--- src/logic/panel_pkg.sv ---
package panel_pkg;
    localparam int unsigned CLK_HZ = 25_000_000;
    localparam int unsigned CYC_PER_MS = CLK_HZ / 1000;
    localparam int unsigned DEBOUNCE_MS = 20;
    localparam int unsigned HOLD_MS = 5000;
    localparam int unsigned BOOT_MS = 15000;
    localparam int unsigned BOOT_SHORT_MS = 3000;
    localparam int unsigned IDLE_MS = 3000;
    localparam int unsigned DEBOUNCE_CYCLES = DEBOUNCE_MS * CYC_PER_MS;
    localparam int unsigned HOLD_CYCLES = HOLD_MS * CYC_PER_MS;
    localparam int unsigned BOOT_CYCLES = BOOT_MS * CYC_PER_MS;
    localparam int unsigned BOOT_SHORT_CYCLES = BOOT_SHORT_MS * CYC_PER_MS;
    localparam int unsigned IDLE_CYCLES = IDLE_MS * CYC_PER_MS;
    localparam int DEB_W = 20;
    localparam int ADDR_W = 8;

    localparam logic [1:0] SEL_FIRST = 2'h0;
    localparam logic [1:0] SEL_LAST = 2'h2;
    localparam logic [1:0] SEL_NO_AUDIO = 2'h2;
    localparam logic [7:0] SHIFT_MIN = 8'h00;
    localparam logic [7:0] SHIFT_MAX = 8'hFF;
    localparam logic [7:0] SHIFT_RESET = 8'h80;
    localparam logic [3:0] ROT_USER = 4'h0;
    localparam logic [3:0] ROT_PASS = 4'hF;
    localparam logic [3:0] ROT_DEFAULT = 4'h2;

    localparam logic [ADDR_W-1:0] ADDR_CTRL = 8'h00;
    localparam logic [ADDR_W-1:0] ADDR_STATUS = 8'h04;
    localparam logic [ADDR_W-1:0] ADDR_SHIFT = 8'h08;
    localparam logic [ADDR_W-1:0] ADDR_RATE = 8'h0C;
    localparam logic [1:0] RESP_OKAY = 2'h0;
    localparam logic [1:0] RESP_SLVERR = 2'h2;

    typedef struct packed {
        logic up;
        logic down;
        logic h_inc;
        logic h_dec;
        logic v_inc;
        logic v_dec;
        logic [2:0] cc_n;
        logic centering_bypass;
        logic auto_switch;
        logic no_backlight;
        logic freq_50hz;
        logic [3:0] rotary;
    } pins_type;

    localparam pins_type PINS_RESET = '{up: 1'b0, down: 1'b0, h_inc: 1'b0, h_dec: 1'b0, v_inc: 1'b0,
        v_dec: 1'b0, cc_n: 3'h7, centering_bypass: 1'b0, auto_switch: 1'b0, no_backlight: 1'b0,
        freq_50hz: 1'b0, rotary: ROT_DEFAULT};

    typedef enum logic [2:0] {
        DM_NOSIG = 3'b000,
        DM_RATES = 3'b001,
        DM_HSHIFT = 3'b010,
        DM_VSHIFT = 3'b011,
        DM_BYPASS = 3'b100,
        DM_LOCK_ON = 3'b101,
        DM_LOCK_OFF = 3'b110
    } disp_mode_type;

    typedef enum logic [1:0] {
        LIM_NONE = 2'b00,
        LIM_MIN = 2'b01,
        LIM_MAX = 2'b10
    } limit_type;

    typedef struct packed {
        disp_mode_type mode;
        limit_type lim;
        logic [15:0] h_rate;
        logic [15:0] v_rate;
    } disp_type;

    typedef enum logic [1:0] {
        ID_EMPTY = 2'b00,
        ID_USER = 2'b01,
        ID_PRESET = 2'b10,
        ID_PASS = 2'b11
    } id_src_type;

    typedef struct packed {
        id_src_type src;
        logic [3:0] preset;
        logic rate_50hz;
    } id_sel_type;
endpackage

--- src/logic/front_panel_input_selector.sv ---
`timescale 1ns/1ns
// Function
// - down press advances input, 3 wraps to 1
// - up press steps back, 1 wraps to 3
// - lockout ignores panel shift and selection
// - five second hold toggles lockout, shows message
// - toggle during lockout: no change, show lockout
// - lockout never blocks remote port commands
// - backlight 15 s at boot, then on sync
// - backlight-off switch: 3 s at boot only
// - no sync: dark, no-signal message
// - sync: show horizontal and vertical rates
// - shift message until 3 s idle
// - shift stops at limit, shows min/max
// - idle shift: save settings, show rates (no-signal message without sync)
// - bypass switch: no shift, bypass message
// - mute audio when input three selected
// - one lit indicator for selected input
// - contact closure selects, sustained short forces
// - auto-switch switch ignores contact closures
// - remote controller may select inputs
// - position 0: user data, empty by default
// - positions 1..E: presets, 2 shipped default
// - position F: pass monitor data through
// - frequency switch up 50 Hz, down 60 Hz
module front_panel_input_selector #(
    parameter int unsigned DEBOUNCE_CYC = panel_pkg::DEBOUNCE_CYCLES,
    parameter int unsigned HOLD_CYC = panel_pkg::HOLD_CYCLES,
    parameter int unsigned BOOT_CYC = panel_pkg::BOOT_CYCLES,
    parameter int unsigned BOOT_SHORT_CYC = panel_pkg::BOOT_SHORT_CYCLES,
    parameter int unsigned IDLE_CYC = panel_pkg::IDLE_CYCLES
) (
    input wire logic aclk,
    input wire logic aresetn,
    input wire panel_pkg::pins_type pins,
    input wire logic [2:0] sync_det,
    input wire logic user_id_valid,
    output logic [2:0] input_led,
    output logic [1:0] sel,
    output logic audio_mute,
    output logic backlight,
    output panel_pkg::disp_type disp,
    output logic shift_save,
    output logic [1:0] save_input,
    output logic [7:0] h_shift,
    output logic [7:0] v_shift,
    output panel_pkg::id_sel_type id_sel,
    input wire logic [panel_pkg::ADDR_W-1:0] s_axi_awaddr,
    input wire logic s_axi_awvalid,
    output logic s_axi_awready,
    input wire logic [31:0] s_axi_wdata,
    input wire logic [3:0] s_axi_wstrb,
    input wire logic s_axi_wvalid,
    output logic s_axi_wready,
    output logic [1:0] s_axi_bresp,
    output logic s_axi_bvalid,
    input wire logic s_axi_bready,
    input wire logic [panel_pkg::ADDR_W-1:0] s_axi_araddr,
    input wire logic s_axi_arvalid,
    output logic s_axi_arready,
    output logic [31:0] s_axi_rdata,
    output logic [1:0] s_axi_rresp,
    output logic s_axi_rvalid,
    input wire logic s_axi_rready
);
    import panel_pkg::*;

    localparam int NPIN = $bits(pins_type);

    typedef struct packed {
        pins_type s1;
        pins_type s2;
        pins_type db;
        logic [NPIN-1:0][DEB_W-1:0] dcnt;
        logic [2:0] sy1;
        logic [2:0] sy2;
        logic [1:0] sel;
        logic lock;
        logic [31:0] hold_cnt;
        logic held_long;
        logic [31:0] boot_cnt;
        logic bl;
        logic [31:0] msg_cnt;
        disp_mode_type mode;
        limit_type lim;
        logic [2:0][7:0] hs;
        logic [2:0][7:0] vs;
        logic save;
        logic [15:0] h_rate;
        logic [15:0] v_rate;
        logic aw_v;
        logic [ADDR_W-1:0] aw_addr;
        logic w_v;
        logic [31:0] wdata;
        logic [3:0] wstrb;
        logic bvalid;
        logic [1:0] bresp;
        logic rvalid;
        logic [31:0] rdata;
        logic [1:0] rresp;
    } state_type;

    state_type q;
    state_type d;
    logic sync_sel;
    logic rel_up;
    logic rel_dn;
    logic ev_h;
    logic ev_v;
    logic wr_fire;
    logic remote_sel;
    logic force_any;
    logic [1:0] force_idx;
    logic lock_toggle;

    // returns {limit, value}; value never passes the end stops
    function automatic logic [9:0] shift_step(input logic [7:0] val, input logic inc);
        logic [9:0] r;
        r = {LIM_NONE, val};
        if (inc) begin
            if (val == SHIFT_MAX) r = {LIM_MAX, val};
            else r = {LIM_NONE, val + 8'h01};
        end else begin
            if (val == SHIFT_MIN) r = {LIM_MIN, val};
            else r = {LIM_NONE, val - 8'h01};
        end
        return r;
    endfunction

    assign sync_sel = q.sy2[q.sel];
    assign wr_fire = q.aw_v && q.w_v && !q.bvalid;

    always_comb begin
        logic [9:0] st;
        st = '0;
        d = q;
        d.save = 1'b0;
        remote_sel = 1'b0;
        force_any = 1'b0;
        force_idx = SEL_FIRST;
        lock_toggle = 1'b0;
        // two flops, then a stable-for-N-cycles filter per pin
        d.s1 = pins;
        d.s2 = q.s1;
        d.sy1 = sync_det;
        d.sy2 = q.sy1;
        for (int i = 0; i < NPIN; i++) begin
            if (q.s2[i] == q.db[i]) begin
                d.dcnt[i] = '0;
            end else if (q.dcnt[i] == DEB_W'(DEBOUNCE_CYC - 1)) begin
                d.db[i] = q.s2[i];
                d.dcnt[i] = '0;
            end else begin
                d.dcnt[i] = q.dcnt[i] + DEB_W'(1);
            end
        end
        rel_up = q.db.up && !d.db.up;
        rel_dn = q.db.down && !d.db.down;
        ev_h = (d.db.h_inc && !q.db.h_inc) || (d.db.h_dec && !q.db.h_dec);
        ev_v = (d.db.v_inc && !q.db.v_inc) || (d.db.v_dec && !q.db.v_dec);

        // backlight timing from power-up
        if (q.boot_cnt != 32'(BOOT_CYC)) begin
            d.boot_cnt = q.boot_cnt + 32'h1;
        end
        if (q.db.no_backlight) begin
            d.bl = q.boot_cnt < 32'(BOOT_SHORT_CYC);
        end else begin
            d.bl = (q.boot_cnt < 32'(BOOT_CYC)) || sync_sel;
        end

        // timed messages fall back to the scan readout
        if (q.mode >= DM_HSHIFT) begin
            if (q.msg_cnt == 32'(IDLE_CYC - 1)) begin
                d.mode = sync_sel ? DM_RATES : DM_NOSIG;
                d.lim = LIM_NONE;
                d.save = (q.mode == DM_HSHIFT) || (q.mode == DM_VSHIFT);
            end else begin
                d.msg_cnt = q.msg_cnt + 32'h1;
            end
        end else begin
            d.mode = sync_sel ? DM_RATES : DM_NOSIG;
        end

        // hold timer for lockout
        if (q.db.up || q.db.down) begin
            if (q.hold_cnt != 32'(HOLD_CYC - 1)) begin
                d.hold_cnt = q.hold_cnt + 32'h1;
            end else if (!q.held_long) begin
                lock_toggle = 1'b1;
                d.lock = !q.lock;
                d.held_long = 1'b1;
                d.mode = q.lock ? DM_LOCK_OFF : DM_LOCK_ON;
                d.msg_cnt = '0;
            end
        end else begin
            d.hold_cnt = '0;
            d.held_long = 1'b0;
        end

        // steps act on release so a long press is not also a step
        if ((rel_up || rel_dn) && !q.held_long) begin
            if (q.lock) begin
                d.mode = DM_LOCK_ON;
                d.msg_cnt = '0;
            end else if (rel_dn) begin
                d.sel = (q.sel == SEL_LAST) ? SEL_FIRST : q.sel + 2'h1;
            end else begin
                d.sel = (q.sel == SEL_FIRST) ? SEL_LAST : q.sel - 2'h1;
            end
        end

        if (ev_h || ev_v) begin
            d.msg_cnt = '0;
            if (q.lock) begin
                d.mode = DM_LOCK_ON;
            end else if (q.db.centering_bypass) begin
                d.mode = DM_BYPASS;
            end else if (ev_h) begin
                st = shift_step(q.hs[q.sel], d.db.h_inc && !q.db.h_inc);
                d.hs[q.sel] = st[7:0];
                d.lim = limit_type'(st[9:8]);
                d.mode = DM_HSHIFT;
            end else begin
                st = shift_step(q.vs[q.sel], d.db.v_inc && !q.db.v_inc);
                d.vs[q.sel] = st[7:0];
                d.lim = limit_type'(st[9:8]);
                d.mode = DM_VSHIFT;
            end
        end

        // register bus: write address and data taken in either order
        if (s_axi_awvalid && !q.aw_v) begin
            d.aw_v = 1'b1;
            d.aw_addr = s_axi_awaddr;
        end
        if (s_axi_wvalid && !q.w_v) begin
            d.w_v = 1'b1;
            d.wdata = s_axi_wdata;
            d.wstrb = s_axi_wstrb;
        end
        if (wr_fire) begin
            d.aw_v = 1'b0;
            d.w_v = 1'b0;
            d.bvalid = 1'b1;
            d.bresp = RESP_OKAY;
            case (q.aw_addr)
                ADDR_CTRL: begin
                    if (q.wstrb[0] && q.wdata[1:0] <= SEL_LAST) begin
                        remote_sel = 1'b1;
                        d.sel = q.wdata[1:0];
                    end
                end
                ADDR_STATUS: begin
                    d.bresp = RESP_OKAY;
                end
                ADDR_SHIFT: begin
                    if (q.wstrb[0]) d.hs[q.sel] = q.wdata[7:0];
                    if (q.wstrb[1]) d.vs[q.sel] = q.wdata[15:8];
                    if (q.wstrb[0] || q.wstrb[1]) d.save = 1'b1;
                end
                ADDR_RATE: begin
                    if (q.wstrb[0]) d.v_rate[7:0] = q.wdata[7:0];
                    if (q.wstrb[1]) d.v_rate[15:8] = q.wdata[15:8];
                    if (q.wstrb[2]) d.h_rate[7:0] = q.wdata[23:16];
                    if (q.wstrb[3]) d.h_rate[15:8] = q.wdata[31:24];
                end
                default: begin
                    d.bresp = RESP_SLVERR;
                end
            endcase
        end else if (q.bvalid && s_axi_bready) begin
            d.bvalid = 1'b0;
        end
        if (q.rvalid) begin
            if (s_axi_rready) d.rvalid = 1'b0;
        end else if (s_axi_arvalid) begin
            d.rvalid = 1'b1;
            d.rresp = RESP_OKAY;
            case (s_axi_araddr)
                ADDR_CTRL: d.rdata = {29'h0, q.lock, q.sel};
                ADDR_STATUS: d.rdata = {25'h0, q.bl, sync_sel, q.mode, q.lim};
                ADDR_SHIFT: d.rdata = {16'h0, q.vs[q.sel], q.hs[q.sel]};
                ADDR_RATE: d.rdata = {q.h_rate, q.v_rate};
                default: begin
                    d.rdata = 32'h0;
                    d.rresp = RESP_SLVERR;
                end
            endcase
        end

        // closures last so a held short keeps forcing its input
        if (!q.db.auto_switch) begin
            for (int i = 2; i >= 0; i--) begin
                if (!q.db.cc_n[i]) begin
                    force_any = 1'b1;
                    force_idx = 2'(i);
                end
            end
            if (force_any) d.sel = force_idx;
        end
    end

    always_ff @(posedge aclk) begin
        if (!aresetn) begin
            q <= '0;
            q.s1 <= PINS_RESET;
            q.s2 <= PINS_RESET;
            q.db <= PINS_RESET;
            q.sel <= SEL_FIRST;
            q.bl <= 1'b1;
            q.mode <= DM_NOSIG;
            q.lim <= LIM_NONE;
            q.hs <= {3{SHIFT_RESET}};
            q.vs <= {3{SHIFT_RESET}};
        end else begin
            q <= d;
        end
    end

    assign sel = q.sel;
    assign input_led = 3'h1 << q.sel;
    assign audio_mute = (q.sel == SEL_NO_AUDIO);
    assign backlight = q.bl;
    assign disp = '{mode: q.mode, lim: q.lim, h_rate: q.h_rate, v_rate: q.v_rate};
    assign shift_save = q.save;
    assign save_input = q.sel;
    assign h_shift = q.hs[q.sel];
    assign v_shift = q.vs[q.sel];
    assign id_sel.src = (q.db.rotary == ROT_PASS) ? ID_PASS :
        (q.db.rotary != ROT_USER) ? ID_PRESET :
        (user_id_valid ? ID_USER : ID_EMPTY);
    assign id_sel.preset = q.db.rotary;
    assign id_sel.rate_50hz = q.db.freq_50hz;
    assign s_axi_awready = !q.aw_v;
    assign s_axi_wready = !q.w_v;
    assign s_axi_bvalid = q.bvalid;
    assign s_axi_bresp = q.bresp;
    assign s_axi_arready = !q.rvalid;
    assign s_axi_rvalid = q.rvalid;
    assign s_axi_rdata = q.rdata;
    assign s_axi_rresp = q.rresp;
endmodule

--- config.mk ---
export PLATFORM = sky130hd
export DESIGN_NAME = front_panel_input_selector
export DESIGN_NICKNAME = d
export VERILOG_FILES = /design/src/logic/panel_pkg.sv /design/src/logic/front_panel_input_selector.sv
export SDC_FILE = /design/constraint.sdc
export NUM_CORES = 2
export LEC_CHECK = 0
export BUFFER_PORTS_ARGS = -buffer_cell sky130_fd_sc_hd__buf_2
export CAP_MARGIN = 20
export CELL_PAD_IN_SITES_DETAIL_PLACEMENT = 0
export CELL_PAD_IN_SITES_GLOBAL_PLACEMENT = 1
export CORE_MARGIN = 2
export CORE_UTILIZATION = 25
export CTS_CLUSTER_SIZE = 14
export DETAILED_ROUTE_END_ITERATION = 8
export PLACE_DENSITY = 0.46
export SLEW_MARGIN = 20
export SYNTH_ARGS = -nofsm -noshare
export SYNTH_HDL_FRONTEND = slang
export SYNTH_SLANG_ARGS = --single-unit
--- constraint.sdc ---
create_clock -name aclk -period 4.6 [get_ports aclk]
set_input_delay 0.92 -clock aclk [delete_from_list [all_inputs] [get_ports aclk]]
set_output_delay 0.92 -clock aclk [all_outputs]
set_load 0.01 [all_outputs]
# Yosys cells after proc, flatten, opt, wreduce, memory -nomap -nowiden
# Index checks and enable logic that the tools add are counted.
# classes
shift,1
n_bitwise,15
n_lt_le_gt_ge,6
muxes,100
n_reduce_logical,80
n_eq_ne,49
add_sub_neg,26
# ops
operator,n
$add 20x1->20 const B,17
$eq 20x19->1 const B,17
$mux 35,6
$pmux 32 s4,1
$mux 10,12
$mux 50,2
$add 32x1->32 const B,3
$bwmux 24,4
$mux 24,4
$mux 32,3
$mux 82,1
$mux 8,7
$mux 53,1
$reduce_or 3->1,17
$mux 49,1
$mux 2,19
$bmux 8 s2,2
$eq 32x27->1 const B,1
$eq 8x4->1 const B,4
$logic_not 8->1,4
$lt 32x27->1 const B,1
$lt 32x29->1 const B,1
$ne 32x27->1 const B,1
$ne 32x29->1 const B,1
32 further kinds,147
# word_totals
out_inout_bits,111
in_bits,80
wordCells,367
register_bits,668

# Logic depth before layout (Yosys ltp)
# logic_depth
ltp_word,18
ltp_mapped,12
ltp_nobuf,9

# Worst setup path after synthesis
# Ideal clock, no wire load.
# synth_timing
kind,flip-flop to flip-flop
start,reg save_input[1] (netlist name)
end,reg q (netlist bit disp[32])
arrival_time_ps,2744
path_stages_with_launch,11
required_time_ps,4535
n_path_buf,2
synth_period_minus_slack_ps,2809
path_slack_ps,1791
setup_ps,65
cell_sequence,dfxtp_1 buf_2 buf_2 mux2i_1 a2bb2oi_1 inv_1 nor4_2 nand3_1 o2bb2a_1 mux2_2 nor2_1
# synth_between
elab_chain_cells,13
word_cells_on_any_way,22
cone_classes,mux (20); reduce/logical (2)
# synth_rtl
element,line_no,source
$bmux 8 s2,n/a,
$mux 8,n/a,
via v_shift[4],front_panel_input_selector.sv:46,"output logic [7:0] v_shift,"
$logic_not 8->1,front_panel_input_selector.sv:124,"if (val == SHIFT_MIN) r = {LIM_MIN, val};"
$mux 9,front_panel_input_selector.sv:124,
$mux 10,front_panel_input_selector.sv:120,if (inc) begin
$mux 10,front_panel_input_selector.sv:219,end else if (ev_h) begin
$mux 10,front_panel_input_selector.sv:217,end else if (q.db.centering_bypass) begin
$mux 10,front_panel_input_selector.sv:215,if (q.lock) begin
$mux 10,front_panel_input_selector.sv:213,if (ev_h || ev_v) begin
$mux 3,front_panel_input_selector.sv:219,
$mux 50,front_panel_input_selector.sv:217,
$mux 50,front_panel_input_selector.sv:215,
$mux 53,front_panel_input_selector.sv:213,
"end, declared",front_panel_input_selector.sv:103,state_type q;
# The timed path passes the listed nets, and every way through them passes these cells. The select of a mux whose other input is x is not followed.
# A chain may end at the register's enable or synchronous reset.

# Worst setup path after layout
# layout_timing
start,reg save_input[1] (netlist name)
end,out h_shift[2]
# layout_between
elab_chain_cells,2
# layout_rtl
element,line_no,source
$bmux 8 s2,front_panel_input_selector.sv:328,assign h_shift = q.hs[q.sel];
$mux 8 (implied by the code),front_panel_input_selector.sv:328,
"end, declared",front_panel_input_selector.sv:45,"output logic [7:0] h_shift,"
# No other way between the ends. The select of a mux whose other input is x is not followed.

==> flow_metrics.env <==
export IMPL_status="finished, final reports clean"
export IMPL_gr_total_overflow=0
export IMPL_cp_max_fo=22
export IMPL_io_buffers=188
export IMPL_worst_hold_startpoint="d[635]"
export IMPL_drive_gt1_share_pct=11.03
export IMPL_relSlewSlack_pct=23.70
export IMPL_switchingPower_mw=2.977
export IMPL_yosysSeqAreaShare_pct=44.90
export IMPL_htree_num_levels=3
export IMPL_cts_buffers_inserted=86
export IMPL_power_frac_comb_pct=2.1
export IMPL_clk_pin_slew_ps=60
export IMPL_rows=126
export IMPL_total_power_mw=13.32
export IMPL_gp_congestion=0.7795
export IMPL_drt_pass1_iter_count=5
export IMPL_synth_most_common_cell="dfxtp_1"
export IMPL_cap_violations=0
export IMPL_critPathRequiredTime_ps=3680
export IMPL_wl_per_cell_microns=16.61
export IMPL_syn_area_sq_um=29700
export IMPL_grt_pass1_vias=23240
export IMPL_grt_use_met2_pct=21.95
export IMPL_clock_root_buffer="clkbuf_16"
export IMPL_antenna_found_initial=9
export IMPL_met1_usage_pct=18.69
export IMPL_postCtsResizedCells=0
export IMPL_hold_depth=1
export IMPL_grt_pass1_wl_mm=136.9
export IMPL_netlist_area_leader_share_pct=44.90
export IMPL_synth_top_area_cell="dfxtp_1"
export IMPL_worst_setup_path_type="flip-flop to output port"
export IMPL_reg2reg_depth=7
export IMPL_post_cts_buffers=0
export IMPL_track_usage_pct=14.10
export IMPL_pin_count=191
export IMPL_path_cells="buf_4, mux2i_1, a2bb2oi_1, clkinv_1, buf_2"
export IMPL_final_fill_count=12740
export IMPL_cellPowerDensity_nw_per_um2=384.6
export IMPL_post_route_period_util_pct=84.56
export IMPL_maxSlewViolCount=0
export IMPL_holdPathEnd="q[635]"
export IMPL_die_y_microns=348.7
export IMPL_hold_violations=0
export IMPL_min_path_type="flip-flop to flip-flop"
export IMPL_reg2reg_from="save_input[0]"
export IMPL_r2r_end="q[132]"
export IMPL_ys_types=82
export IMPL_slowest_stage="clkinv_1"
export IMPL_yosysWarnings=0
export IMPL_timing_reg2reg_setup_slack_ps=920
export IMPL_vias=23620
export IMPL_critPathMaxStageDelay_ps=550
export IMPL_design_die_area_sq_um=121600
export IMPL_synth_edf_count=0
export IMPL_dp_hpwl_mm=59.83
export IMPL_tns_ps=0
export IMPL_vdd_drop_max_mv=0.2496
export IMPL_synth_seq_cells=666
export IMPL_syn2layout_area_growth_pct=16.63
export IMPL_grt_max_degree=88
export IMPL_synth_cells=3511
export IMPL_routed_wl_mm=86.38
export IMPL_pwr_share_clk_pct=53.9
export IMPL_nets=3706
export IMPL_rsz0062_at_grt="no"
export IMPL_ant_nets=0
export IMPL_grt_util_met3_pct=4.386
export IMPL_ys_top_cells_by_area="dfxtp_1, nor2_1, xor2_1, xnor2_1, nand2_1"
export IMPL_setup_viol=0
export IMPL_critical_path_arrival_ps=2970
export IMPL_drc_errors=0
export IMPL_min_period_ps=3890
export IMPL_leakage_nw=11.92
export IMPL_clock_latency_ps=660
export IMPL_clkSinkCount=666
export IMPL_internal_power_mw=10.35
export IMPL_swShare_pct=22.35
export IMPL_drtIter0Drc=1282
export IMPL_avgSynthCellArea_sq_um=8.458
export IMPL_ys_async_sr_fraction_pct=0
export IMPL_cp_start_kind="flip-flop"
export IMPL_yosys_top_cells_count="dfxtp_1, nor2_1, nand2_1"
export IMPL_p_seq_share_pct=44.0
export IMPL_core_sq_um=117900
export IMPL_worst_pin_slew_ps=1139
export IMPL_die_x_microns=348.7
export IMPL_via_per_inst=4.541
export IMPL_skew_ps=29.89
export IMPL_cts_tree="done"
export IMPL_max_freq_mhz=257.1
export IMPL_synth_flop_cell="dfxtp_1"
export IMPL_ctsHoldBuffers=0
export IMPL_worstSetupEndpointType="output port"
export IMPL_top_usage_layer="met2"
export IMPL_clock_path_buffers=3
export IMPL_initial_core_util_pct=25.18
==> power by group through the flow <==
| stage | registers, mW | logic (mW) | clock network [mW] |
|---|---|---|---|
| final | 5.86 | 0.274 | 7.18 |
| after global placement | 5.99 | 0.286 | 0 |
| after CTS | 5.86 | 0.285 | 7.49 |
| after floorplan | 5.97 | 0.168 | 0 |
| after global routing | 5.87 | 0.310 | 7.72 |
| after detailed placement | 5.99 | 0.284 | 0 |
==> metal layers <==
metal / up-vias / wire, microns
met4: 14 / 2019
met3: 132 / 5657
met1: 10900 / 41070
li1: 12140 / -
met5: - / 92
met2: 441 / 37540
==> worst max path at each step <==
stage                  startpoint    endpoint  slack, ps
finish              save_input[1]  h_shift[2]        710
floorplan           save_input[1]    disp[32]       1790
CTS                 save_input[1]  h_shift[2]        660
global route        save_input[1]  h_shift[2]        530
global placement    save_input[0]      q[140]       1100
detailed placement  save_input[0]      q[140]       1020
==> logic make-up (layout without fill, tap and decap cells) <==
logic type                 after synthesis  in the layout  share of synthesized area (%)
muxes                                   60             60                          2.187
AOI/OAI and AO/OA                      360            360                          7.647
and+or+nand+nor                       1710           1710                          27.50
buffers and inverters                  293            444                          4.963
adders and majority gates               30             30                          1.264
xor gates and xnor gates               391            391                          11.53
other                                    1              4                        0.01263
DFF                                    666            666                          44.90
==> state kept, by name (all words and copies together) (netlist names) <==
signal,count
backlight,1
d,20
disp,37
id_sel,5
q,564
s_axi_bresp,1
s_axi_bvalid,1
s_axi_rdata,32
s_axi_rresp,1
s_axi_rvalid,1
save_input,2
shift_save,1
==> layout make-up <==
cell class | instances | area, sq um | area share (%)
Clock buffer | 118 | 2472 | 7.138
Sequential cell | 666 | 13330 | 38.50
Timing Repair Buffer | 212 | 1140 | 3.291
Clock inverter | 37 | 554.3 | 1.600
Inverter | 77 | 294.0 | 0.8490
Tap cell | 1536 | 1922 | 5.549
Antenna cell | 2 | 5.005 | 0.01445
Multi-Input combinational cell | 2553 | 14910 | 43.06
==> worst max-delay path: cells and delay by family (launching register included) <==
family	cells	cell delay [ps]
buffers and inverters	3	1230
AOI/OAI and AO/OA	1	500
DFF	1	330
muxes	1	250
==> cells in the final DEF (no fill, tap or decap), types with 15 or more instances in the layout <==
| cell | netlist | layout |
|---|---|---|
| ha_1 | 30 | 30 |
| nor4b_1 | 27 | 27 |
| nand3_1 | 205 | 205 |
| buf_2 | 3 | 187 |
| nor2_1 | 621 | 621 |
| nand4_1 | 110 | 110 |
| xor2_1 | 228 | 228 |
| xnor2_1 | 163 | 163 |
| mux2i_1 | 48 | 48 |
| nand2_1 | 350 | 350 |
| nor4_1 | 40 | 40 |
| buf_4 | 83 | 23 |
| clkbuf_16 | 0 | 86 |
| clkinv_2 | 0 | 15 |
| o221ai_1 | 26 | 26 |
| and2_1 | 41 | 41 |
| and3_1 | 63 | 63 |
| dfxtp_1 | 666 | 665 |
| o21ai_0 | 68 | 68 |
| clkbuf_8 | 1 | 20 |
| nor3_1 | 67 | 66 |
| a21oi_1 | 147 | 147 |
| a22oi_1 | 27 | 27 |
| or3_1 | 67 | 67 |
| nor2b_1 | 17 | 15 |
| inv_1 | 74 | 73 |
| and4_1 | 26 | 26 |
==> stage by stage <==
| step | setup WS (ps) | std cells | hold WS [ps] | utilization, % | area [sq um] |
|---|---|---|---|---|---|
| after floorplan | 1791 | 3512 | 386.3 | - | 29700 |
| after global placement | 1099 | 5044 | 392.7 | 26.80 | 31600 |
| after detailed placement | 1024 | 5044 | 398.0 | 26.80 | 31600 |
| after CTS | 664.7 | 5199 | 368.5 | 29.37 | 34630 |
| after global routing | 528.3 | 5199 | 381.8 | 29.37 | 34630 |
| final | 710.2 | 5201 | 409.2 | 29.37 | 34630 |
Power figures use the tool's default switching activity.
